<file path="config.mk">
export PLATFORM = sky130hd
export DESIGN_NAME = lgfr_top
export DESIGN_NICKNAME = d
export VERILOG_FILES = /design/src/lgfr_pkg.sv /design/src/lgfr_top.sv /design/src/lgfr_byte_reg.sv
export VERILOG_INCLUDE_DIRS = /design/src /design/src/src
export SDC_FILE = /design/constraint.sdc
export NUM_CORES = 1
export LEC_CHECK = 0
export ABC_AREA = 1
export BUFFER_PORTS_ARGS = -buffer_cell sky130_fd_sc_hd__buf_2
export CORE_UTILIZATION = 50
export CTS_CLUSTER_DIAMETER = 150
export CTS_CLUSTER_SIZE = 28
export DETAILED_ROUTE_END_ITERATION = 10
export GPL_TIMING_DRIVEN = 0
export PLACE_DENSITY = 0.7
export SYNTH_ARGS = -nofsm -noshare
export SYNTH_HDL_FRONTEND = slang
export SYNTH_SLANG_ARGS = --single-unit
</file>
<file path="constraint.sdc">
create_clock -name CLK_SYS -period 1.54 [get_ports CLK_SYS]
set_input_delay 0.308 -clock CLK_SYS [delete_from_list [all_inputs] [get_ports CLK_SYS]]
set_output_delay 0.308 -clock CLK_SYS [all_outputs]
set_load 0.02 [all_outputs]
</file>
<file path="src/lgfr_consts.svh">
`ifndef LGFR_CONSTS_SVH
`define LGFR_CONSTS_SVH

// Register offsets on the serial register bus
`define LGFR_OFS_LANE0 8'h05
`define LGFR_OFS_LANE1 8'h06
`define LGFR_OFS_LANE2 8'h07
`define LGFR_OFS_LANE3 8'h08
`define LGFR_OFS_FLIP 8'h09
`define LGFR_OFS_RSVD_A 8'h0A
`define LGFR_NUM_REGS 6

// Power-up values
`define LGFR_RST_LANE 8'h08
`define LGFR_RST_FLIP 8'h60
`define LGFR_RST_RSVD_A 8'hFC

// Field positions
`define LGFR_EQ_MSB 6
`define LGFR_EQ_LSB 4
`define LGFR_FG_MSB 3
`define LGFR_FG_LSB 2
`define LGFR_AUX_BIT 1
`define LGFR_SWAP_BIT 0

// Serial bus slave address, value arbitrary
`define LGFR_SLAVE_ADDR 7'h2A

`endif

</file>
<file path="src/lgfr_pkg.sv">
package lgfr_pkg;

  typedef enum logic [2:0] {
    ST_IDLE = 3'b000,
    ST_ADDR = 3'b001,
    ST_WRITE = 3'b010,
    ST_ACK = 3'b011,
    ST_READ = 3'b100,
    ST_RACK = 3'b101
  } lgfr_state_t;

  typedef struct packed {
    logic [2:0] equalizer_code;
    logic [1:0] flat_gain_code;
  } lgfr_lane_t;

  typedef struct packed {
    lgfr_lane_t [3:0] lane;
    logic sideband_pair_cross;
    logic displayport_lane_swap;
  } lgfr_cfg_t;

  typedef struct packed {
    lgfr_state_t st;
    logic [3:0] cnt;
    logic [7:0] sr;
    logic [7:0] ptr;
    logic rw;
    logic ptr_phase;
    logic nack;
    logic scl;
    logic sda;
    logic sda_oe;
    logic sda_out;
    logic wr;
    logic [7:0] waddr;
    logic [7:0] wdata;
  } lgfr_bus_t;

endpackage : lgfr_pkg

</file>
<file path="src/lgfr_top.sv">
// How it works
// RULE1 - Lane byte bits 6:4 equalizer, reset zero
// RULE2 - Lane byte bits 3:2 flat gain, reset 10
// RULE3 - Lane bits 7,1,0 reserved, writable, reset zero
// RULE4 - Flip byte bit1 crosses sideband pairs
// RULE5 - Flip byte bit0 swaps all four lanes
// RULE6 - Software keeps reserved bits at power-up values
`timescale 1ns/1ps
`include "lgfr_consts.svh"

module lgfr_top (
  input wire logic CLK_SYS,
  input wire logic RESET_N,
  input wire logic SCL_IN,
  input wire logic SDA_IN,
  output logic SDA_OUT,
  output logic SDA_OE,
  output lgfr_pkg::lgfr_cfg_t CFG
);

  lgfr_pkg::lgfr_bus_t q;
  lgfr_pkg::lgfr_bus_t d;
  logic [7:0] regs [`LGFR_NUM_REGS];
  logic [7:0] rdata;
  logic scl_rise;
  logic scl_fall;
  logic start_cond;
  logic stop_cond;

  localparam logic [7:0] OFFSETS [`LGFR_NUM_REGS] = '{`LGFR_OFS_LANE0, `LGFR_OFS_LANE1,
    `LGFR_OFS_LANE2, `LGFR_OFS_LANE3, `LGFR_OFS_FLIP, `LGFR_OFS_RSVD_A};

  genvar gi;
  generate
    for (gi = 0; gi < `LGFR_NUM_REGS; gi++) begin : g_reg
      lgfr_byte_reg #(
        .RESET_VAL(gi < 4 ? `LGFR_RST_LANE : (gi == 4 ? `LGFR_RST_FLIP : `LGFR_RST_RSVD_A)),
        .OFFSET(OFFSETS[gi])
      ) u_reg (
        .clk(CLK_SYS),
        .rst_n(RESET_N),
        .we(q.wr),
        .waddr(q.waddr),
        .wdata(q.wdata),
        .q_out(regs[gi])
      );
    end
    for (gi = 0; gi < 4; gi++) begin : g_lane
      assign CFG.lane[gi].equalizer_code = regs[gi][`LGFR_EQ_MSB:`LGFR_EQ_LSB]; // [RULE1]
      assign CFG.lane[gi].flat_gain_code = regs[gi][`LGFR_FG_MSB:`LGFR_FG_LSB]; // [RULE2]
    end
  endgenerate

  assign CFG.sideband_pair_cross = regs[4][`LGFR_AUX_BIT]; // [RULE4]
  assign CFG.displayport_lane_swap = regs[4][`LGFR_SWAP_BIT]; // [RULE5]

  // Whole bytes read back, reserved bits as stored; unmapped offsets read zero
  always_comb begin
    rdata = 8'h00;
    case (q.ptr)
      `LGFR_OFS_LANE0: rdata = regs[0]; // [RULE3]
      `LGFR_OFS_LANE1: rdata = regs[1];
      `LGFR_OFS_LANE2: rdata = regs[2];
      `LGFR_OFS_LANE3: rdata = regs[3];
      `LGFR_OFS_FLIP: rdata = regs[4];
      `LGFR_OFS_RSVD_A: rdata = regs[5];
      default: rdata = 8'h00;
    endcase
  end

  // Pins are synchronous, so one stage of history is enough for edges
  assign scl_rise = !q.scl && SCL_IN;
  assign scl_fall = q.scl && !SCL_IN;
  assign start_cond = q.scl && SCL_IN && q.sda && !SDA_IN;
  assign stop_cond = q.scl && SCL_IN && !q.sda && SDA_IN;

  always_comb begin
    d = q;
    d.wr = 1'b0;
    d.scl = SCL_IN;
    d.sda = SDA_IN;
    d.sda_out = 1'b0;
    if (start_cond) begin
      d.st = lgfr_pkg::ST_ADDR;
      d.cnt = 4'h0;
      d.sda_oe = 1'b0;
    end else if (stop_cond) begin
      d.st = lgfr_pkg::ST_IDLE;
      d.sda_oe = 1'b0;
    end else begin
      case (q.st)
        lgfr_pkg::ST_IDLE: begin
          d.sda_oe = 1'b0;
        end
        lgfr_pkg::ST_ADDR, lgfr_pkg::ST_WRITE: begin
          if (scl_rise && !q.cnt[3]) begin
            d.sr = {q.sr[6:0], SDA_IN};
            d.cnt = q.cnt + 4'h1;
          end else if (scl_fall && q.cnt[3]) begin
            d.cnt = 4'h0;
            if (q.st == lgfr_pkg::ST_ADDR) begin
              if (q.sr[7:1] == `LGFR_SLAVE_ADDR) begin
                d.rw = q.sr[0];
                d.ptr_phase = 1'b1;
                d.st = lgfr_pkg::ST_ACK;
                d.sda_oe = 1'b1;
              end else begin
                d.st = lgfr_pkg::ST_IDLE;
              end
            end else begin
              d.st = lgfr_pkg::ST_ACK;
              d.sda_oe = 1'b1;
              if (q.ptr_phase) begin
                d.ptr = q.sr;
                d.ptr_phase = 1'b0;
              end else begin
                // Write strobe reaches the byte registers one cycle later
                d.wr = 1'b1; // [RULE3]
                d.waddr = q.ptr;
                d.wdata = q.sr;
                d.ptr = q.ptr + 8'h01;
              end
            end
          end
        end
        lgfr_pkg::ST_ACK: begin
          if (scl_fall) begin
            if (q.rw) begin
              d.st = lgfr_pkg::ST_READ;
              d.sr = rdata;
              d.sda_oe = !rdata[7];
              d.cnt = 4'h1;
              d.ptr = q.ptr + 8'h01;
            end else begin
              d.st = lgfr_pkg::ST_WRITE;
              d.sda_oe = 1'b0;
            end
          end
        end
        lgfr_pkg::ST_READ: begin
          if (scl_fall) begin
            if (q.cnt[3]) begin
              d.sda_oe = 1'b0;
              d.st = lgfr_pkg::ST_RACK;
            end else begin
              d.sda_oe = !q.sr[3'h7 - q.cnt[2:0]];
              d.cnt = q.cnt + 4'h1;
            end
          end
        end
        lgfr_pkg::ST_RACK: begin
          if (scl_rise) begin
            d.nack = SDA_IN;
          end else if (scl_fall) begin
            if (q.nack) begin
              d.st = lgfr_pkg::ST_IDLE;
            end else begin
              d.st = lgfr_pkg::ST_READ;
              d.sr = rdata;
              d.sda_oe = !rdata[7];
              d.cnt = 4'h1;
              d.ptr = q.ptr + 8'h01;
            end
          end
        end
        default: begin
          d.st = lgfr_pkg::ST_IDLE;
          d.sda_oe = 1'b0;
        end
      endcase
    end
  end

  always_ff @(posedge CLK_SYS) begin
    if (!RESET_N) begin
      q <= '{st: lgfr_pkg::ST_IDLE, scl: 1'b1, sda: 1'b1, default: '0};
    end else begin
      q <= d;
    end
  end

  assign SDA_OUT = q.sda_out;
  assign SDA_OE = q.sda_oe;

  a_lane_eq_write: assert property (@(posedge CLK_SYS) disable iff (!RESET_N) // [RULE1]
    (q.wr && q.waddr == `LGFR_OFS_LANE2) |=> CFG.lane[2].equalizer_code == $past(q.wdata[6:4]))
    else $error("Equalizer code did not follow a write");

  a_lane_fg_write: assert property (@(posedge CLK_SYS) disable iff (!RESET_N) // [RULE2]
    (q.wr && q.waddr == `LGFR_OFS_LANE0) |=> CFG.lane[0].flat_gain_code == $past(q.wdata[3:2]))
    else $error("Flat gain code did not follow a write");

  a_reset_defaults: assert property (@(posedge CLK_SYS) // [RULE2]
    !RESET_N |=> (CFG.lane[3].flat_gain_code == 2'b10 && CFG.lane[1].equalizer_code == 3'b000
    && regs[0] == 8'h08 && !CFG.sideband_pair_cross && !CFG.displayport_lane_swap))
    else $error("Lane or flip defaults wrong after reset");

  a_reserved_kept: assert property (@(posedge CLK_SYS) disable iff (!RESET_N) // [RULE3]
    (q.wr && q.waddr == `LGFR_OFS_LANE1) |=> regs[1] == $past(q.wdata))
    else $error("Reserved lane bits not stored");

  a_aux_cross: assert property (@(posedge CLK_SYS) disable iff (!RESET_N) // [RULE4]
    (q.wr && q.waddr == `LGFR_OFS_FLIP) |=> CFG.sideband_pair_cross == $past(q.wdata[1]))
    else $error("Sideband cross did not follow flip byte");

  a_lane_swap: assert property (@(posedge CLK_SYS) disable iff (!RESET_N) // [RULE5]
    !(q.wr && q.waddr == `LGFR_OFS_FLIP) |=> $stable(CFG.displayport_lane_swap))
    else $error("Lane swap changed without a flip byte write");

  a_eq_reset_zero: assert property (@(posedge CLK_SYS) // [RULE1]
    !RESET_N |=> (CFG.lane[0].equalizer_code == 3'h0 && CFG.lane[2].equalizer_code == 3'h0
    && CFG.lane[3].equalizer_code == 3'h0))
    else $error("Equalizer code not zero after reset");

  a_reserved_reset: assert property (@(posedge CLK_SYS) // [RULE3]
    !RESET_N |=> (regs[2][7] == 1'b0 && regs[3][1:0] == 2'h0))
    else $error("Reserved lane bits not zero after reset");

  a_swap_follows: assert property (@(posedge CLK_SYS) disable iff (!RESET_N) // [RULE5]
    (q.wr && q.waddr == `LGFR_OFS_FLIP) |=> CFG.displayport_lane_swap == $past(q.wdata[0]))
    else $error("Lane swap did not follow flip byte");

endmodule : lgfr_top

</file>
<file path="src/lgfr_byte_reg.sv">
`timescale 1ns/1ps
`include "lgfr_consts.svh"

module lgfr_byte_reg #(
  parameter logic [7:0] RESET_VAL = 8'h00,
  parameter logic [7:0] OFFSET = 8'h00
) (
  input wire logic clk,
  input wire logic rst_n,
  input wire logic we,
  input wire logic [7:0] waddr,
  input wire logic [7:0] wdata,
  output logic [7:0] q_out
);

  logic [7:0] d;
  logic [7:0] q;

  // All eight bits are writable, reserved ones included
  always_comb begin
    d = q;
    if (we && waddr == OFFSET) begin
      d = wdata;
    end
  end

  always_ff @(posedge clk) begin
    if (!rst_n) begin
      q <= RESET_VAL;
    end else begin
      q <= d;
    end
  end

  assign q_out = q;

endmodule : lgfr_byte_reg

</file>
## Yosys cells after proc, flatten, opt, wreduce, memory -nomap -nowiden

Index checks and enable logic that the tools add are counted.

| storage, ports and cells | value |
|---|---|
| register bits after elaboration | 95 |
| word-level logic and storage cells | 164 |
| input bits | 4 |
| output and inout port bits | 24 |

| cells by class | value |
|---|---|
| magnitude comparators | 1 |
| $add $sub $neg | 3 |
| reduce and logical (&&, ||, !) cells | 40 |
| bitwise operators | 9 |
| equal/unequal tests | 41 |
| mux-type cells | 48 |

Operators with widths:

| cell | count |
|---|---|
| $mux W23 | 4 |
| $eq A8 B3 Y1 const B | 6 |
| $eq A8 B4 Y1 const B | 6 |
| $pmux W16 S3 | 1 |
| $pmux W8 S6 | 1 |
| $mux W20 | 2 |
| $ne A4 B4 Y1 const B | 7 |
| $mux W8 | 3 |
| $ne A2 B2 Y1 const B | 12 |
| $reduce_and A8 Y1 | 3 |
| $mux W10 | 2 |
| $reduce_and A9 Y1 | 2 |
| $mux W1 | 17 |
| $mux W17 | 1 |
| $pmux W4 S4 | 1 |
| $logic_and A1 B1 Y1 | 15 |
| $mux W3 | 5 |
| $pmux W3 S5 | 1 |
| $mux W7 | 2 |
| $reduce_and A7 Y1 | 2 |
| $reduce_and A11 Y1 | 1 |
| $reduce_and A10 Y1 | 1 |
| $ne A3 B3 Y1 const B | 3 |
| $not A1 Y1 | 9 |
| other kinds (23) | 35 |

## Longest topological paths before layout

| logic depth | value |
|---|---|
| depth after elaboration | 8 |
| gate-level depth with buffers | 11 |
| gate-level depth less buffers | 10 |

## Modules after synthesis

Synthesis repeated with hierarchy kept, for this count alone.

| second synthesis, totals | value |
|---|---|
| cell total of the unflattened synthesis | 879 |
| area, all modules | 5769.3 um^2 |

Modules (own cells, without submodules):

| module | seq. area each (um^2) | cells an instance | area each (um^2) | times used |
|---|---|---|---|---|
| lgfr_top | 920.9 | 515 | 3195.6 | 1 |
| lgfr_byte_reg (g_reg[0].u_reg ...) | 160.2 | 64 | 446.7 | 2 |
| lgfr_byte_reg (g_reg[2].u_reg) | 160.2 | 62 | 440.4 | 1 |
| lgfr_byte_reg (g_reg[4].u_reg) | 160.2 | 62 | 426.7 | 1 |
| lgfr_byte_reg (g_reg[5].u_reg) | 160.2 | 54 | 415.4 | 1 |
| lgfr_byte_reg (g_reg[3].u_reg) | 160.2 | 58 | 397.9 | 1 |

## Worst setup path after synthesis

No wires, ideal clock.

| path | value |
|---|---|
| kind | input-to-reg |
| start | input SCL_IN |
| end | register q[6] (netlist bit) |
| buffers on the path | 1 |
| setup slack | 0.092 ns |
| library setup time | 0.123 ns |
| arrival time | 1.325 ns |
| data required time | 1.417 ns |
| cell stages on the path | 9 |
| cells stage by stage | inv_1 nand2_1 nor2_2 inv_2 nor2_1 nand2_1 buf_2 o21ai_0 a21oi_1 |

| on the way | value |
|---|---|
| word-level cells in the longest chain between the ends | 5 |
| elaborated cells between the ends (all ways) | 14 |
| classes of those cells | 3 x bitwise; 11 x reduce/logical |

RTL lines:

| element | line | text |
|---|---|---|
| start: declaration | lgfr_top.sv:14 | `input wire logic SCL_IN,` |
| $logic_and A1 B1 Y1 | lgfr_top.sv:74, lgfr_top.sv:75 |  |
| $logic_and A1 B1 Y1, on equally long branches (2 in series) | lgfr_top.sv:74, lgfr_top.sv:75 |  |
| $not A1 Y1 (no line) | - |  |
| $reduce_and A7 Y1 (no line) * | - |  |
| end signal: assignment | lgfr_top.sv:176 | `q <= '{st: lgfr_pkg::ST_IDLE, scl: 1'b1, sda: 1'b1, default: '0};` |
| end signal: assignment | lgfr_top.sv:178 | `q <= d;` |
| end: declaration | lgfr_top.sv:21 | `lgfr_pkg::lgfr_bus_t q;` |

Every way passes the cells marked *; elsewhere a longest branch is shown, timed or not.
A chain may end at the register's enable or synchronous reset.

## Worst setup path after layout

| path | value |
|---|---|
| start | register q[28] (netlist bit) |
| end | register q[38] (netlist bit) |

| on the way | value |
|---|---|
| word-level cells in the longest chain between the ends | 6 |
| elaborated cells between the ends (all ways) | 13 |
| classes of those cells | 6 x eq/ne; 7 x mux |

RTL lines:

| element | line | text |
|---|---|---|
| $eq A8 B4 Y1 / $eq A8 B3 Y1 (equally long branches) | lgfr_top.sv:60 | `case (q.ptr)` |
| $pmux W8 S6 * | lgfr_top.sv:60 |  |
| $mux W20 | lgfr_top.sv:155 | `if (q.nack) begin` |
| $mux W23 | lgfr_top.sv:154 | `end else if (scl_fall) begin` |
| $mux W23 | lgfr_top.sv:152 | `if (scl_rise) begin` |
| $pmux W16 S3 * | lgfr_top.sv:91 | `case (q.st)` |

Every way passes the cells marked *; elsewhere a longest branch is shown, timed or not. The select of a mux whose other input is x is not followed.

==> run_results.csv <==
group,metric,value,unit
critical_path,cp_max_fo,8,
critical_path,slowest_stage,"dfxtp_4",
sta,setup_tns,-0.167,ns
grt,grt_pass1_vias,4713,
grt,overflow,0,
synth,avgSynthCellArea,6.73,um2
grt,grt_max_degree,17,
clocking,insertion_delay,0.38,ns
grt,antenna_found_initial,0,
power_and_ir_drop,total_power,8.21,mW
layout,design_area,6190,um2
synth,syn-num-nets,723,
synth,synth_top_area_share,39.2,%
synth,yosys_warnings,0,
grt,grt_util_all_layers,30.1,%
layout,drive_gt1_share,31.8,%
layout,fillCellCount,820,
critical_path,path_cells,"nor2_4 -> nand2_4 -> buf_6 -> nor2_4 -> nand2_2 -> nand2_2 -> nor2_2 -> nand2_1 -> nand2_1 -> a21oi_1",
detailed_routing,wire_per_inst,16.4,um
worst_hold_path,whs_path_depth,3,
layout,syn_to_final_growth,29.2,%
outcome,status,"finished, violations left",
critical_path,r2r_start,"q[28]",
power_and_ir_drop,power_density,1330,nW/um2
sta,min_period,1.57,ns
critical_path,critPathMaxStageDelay,0.37,ns
place,gp_congestion,0.928,
detailed_routing,avgViaCountPerCell,5.59,
floorplanning,die_x,99.9,um
outcome,violations,"setup timing",
synth,syn_area,4800,um2
sta,rsz0062_at_grt,"yes",
sta,relSlewSlack,56.2,%
floorplanning,die_h,99.9,um
place,pre_cts_ws,-0.470,ns
synth,ys_seq_area_share,39.2,%
detailed_routing,vias,5114,
floorplanning,rows,35,
detailed_routing,ant_nets,0,
synth,synth_area_leader_cell,"dfxtp_1",
place,port_buffers,26,
sta,setup_ws,-0.0349,ns
clocking,cts_tree,"yes",
floorplanning,initial_core_util,51.7,%
sta,fin_skew,0.0149,ns
clocking,numCtsBuffers,9,
job,max_cap_viol_count,0,
layout,seqCellArea,1920,um2
layout,instances_no_fill,915,
critical_path,start_kind,"flip-flop",
critical_path,ff2ff_path_depth,10,
critical_path,arrival,1.87,ns
place,hpwlAfterDp,9920,um
power_and_ir_drop,ir_worst_vdd,0.984,mV
critical_path,endpoint_kind,"flip-flop",
detailed_routing,drc,0,
clocking,clockBufferDepth,2,
floorplanning,dieArea,9990,um2
critical_path,path_class,"flip-flop to flip-flop",
floorplanning,core_area,9280,um2
layout,multi_input_area,2950,um2
detailed_routing,drt_pass1_iterations,5,
sta,fmax,0.635,GHz
clocking,numClockSinks,94,
sta,hold_violations,0,
synth,ys_ff_latch,94,
sta,setup_viol,7,
clocking,cts_root_buf,"clkbuf_8",
critical_path,required,1.84,ns
layout,n_antenna_cell,0,
sta,slew_viol_final,0,
clocking,cts_max_level,3,
clocking,clk_pin_slew,0.10,ns
place,placedCellCount,868,
synth,synth_cell_types,28,
place,postPlaceCellArea,5090,um2
grt,grt_pass1_wl,23200,um
sta,tightest_slew,0.656,ns
synth,syn_inst,713,
power_and_ir_drop,total_leakage_power,2.67,nW
worst_hold_path,min_from,"SDA_IN",
sta,whs,0.162,ns
detailed_routing,drt_first_iter_violations,294,
worst_hold_path,hold_class,"input pin to flip-flop",
sta,fin_crit_sh,102,%
layout,fin_nets,791,
synth,netlist_top_cells_area,"dfxtp_1 (39%), nand2_1 (14%), a21oi_1 (8.3%), o21ai_0 (7.2%), nor2_1 (6.5%)",
detailed_routing,drt_wl_total,15000,um
layout,fin_util,66.7,%
critical_path,cp-startpoint,"q[28]",
floorplanning,ioPinCount,28,
## registers in the layout, indices dropped and copies added (netlist names)
name           count
g.u_reg.q_out     48
q                 45
SDA_OE             1
## cell families after synthesis
family,synth area share (%)
simple gates,29.7
fa+ha+maj,1.57
other cells,0.0782
buf+inv,10.4
compound gates,18.3
flops,39.2
xor+xnor,0.731
## synthesized netlist by cell type
cell type and n:
nand3_2 5, o211ai_1 13, nor2_4 1, nor3b_1 6, ha_1 6, a21oi_1 80
nand4_1 5, buf_6 1, o22ai_1 1, inv_1 52, conb_1 1, buf_2 10
inv_2 5, o21ai_1 3, nor2_2 6, o21ai_0 69, o21bai_1 1, xnor2_1 2
nor2_1 83, dfxtp_1 94, nand2_2 4, nand3_1 46, clkbuf_1 13, buf_4 23
xor2_1 2, nand2_1 174, a31oi_1 1, nor3_1 6
## where the power goes
part	switching [mW]	total [mW]	internal [mW]
logic	2.24	3.56	1.32
clock network	0.956	1.71	0.758
registers	0.291	2.94	2.65
## critical path: cells and delay by family, from the launching register on
family / cells / cell delay (ns)
AOI/OAI and AO/OA: 1 / 0.13
buffers and inverters: 1 / 0.14
DFF: 1 / 0.37
and+or+nand+nor: 8 / 0.85
## timing repair
item	4_1_cts	5_1_grt
hold buffers	0	0
resized for setup	88	131
setup endpoints to repair	71	68
setup buffers	6	23
gates cloned	2	1
pin swaps	13	63
## layout by cell type (no fill, tap or decap), types with 8 or more instances in the layout
| master | Yosys | final |
|---|---|---|
| a21oi_1 | 80 | 73 |
| buf_2 | 10 | 27 |
| buf_4 | 23 | 53 |
| buf_6 | 1 | 8 |
| clkbuf_1 | 13 | 9 |
| clkbuf_8 | 0 | 9 |
| dfxtp_1 | 94 | 81 |
| dfxtp_4 | 0 | 9 |
| inv_1 | 52 | 41 |
| inv_4 | 0 | 8 |
| nand2_1 | 174 | 132 |
| nand2_2 | 4 | 36 |
| nand2_4 | 0 | 10 |
| nand3_1 | 46 | 37 |
| nor2_1 | 83 | 52 |
| nor2_2 | 6 | 14 |
| nor2_4 | 1 | 25 |
| o211ai_1 | 13 | 13 |
| o21ai_0 | 69 | 62 |
| o21ai_1 | 3 | 10 |
## per-layer routing
layer | vias to the layer above | track usage, % | part of all wire [%] | wire length (um)
met4 | 0 | 16.0 | 3.3 | 497
met5 | - | 0 | 0 | 0
met1 | 2401 | 35.2 | 41 | 6120
met3 | 43 | 4.94 | 6.2 | 931
li1 | 2460 | - | - | -
met2 | 210 | 52.7 | 50 | 7470
## cell type report
class	instances	share of cell area, %
Timing Repair inverter	1	0.121
Clock inverter	7	1.15
Timing Repair Buffer	56	6.12
Buffer	46	5.47
Inverter	57	3.84
Sequential cell	94	31.0
Tap cell	129	2.61
Multi-Input combinational cell	516	47.7
Clock buffer	9	2.00
## path summary, 6_finish.rpt
path                              end  slack (ns)
worst max-delay path            q[38]       -0.03
worst min-delay path            q[19]        0.16
worst max register to register  q[38]       -0.03
worst min register to register  q[10]        0.48
(Power assumes the default switching activity.)
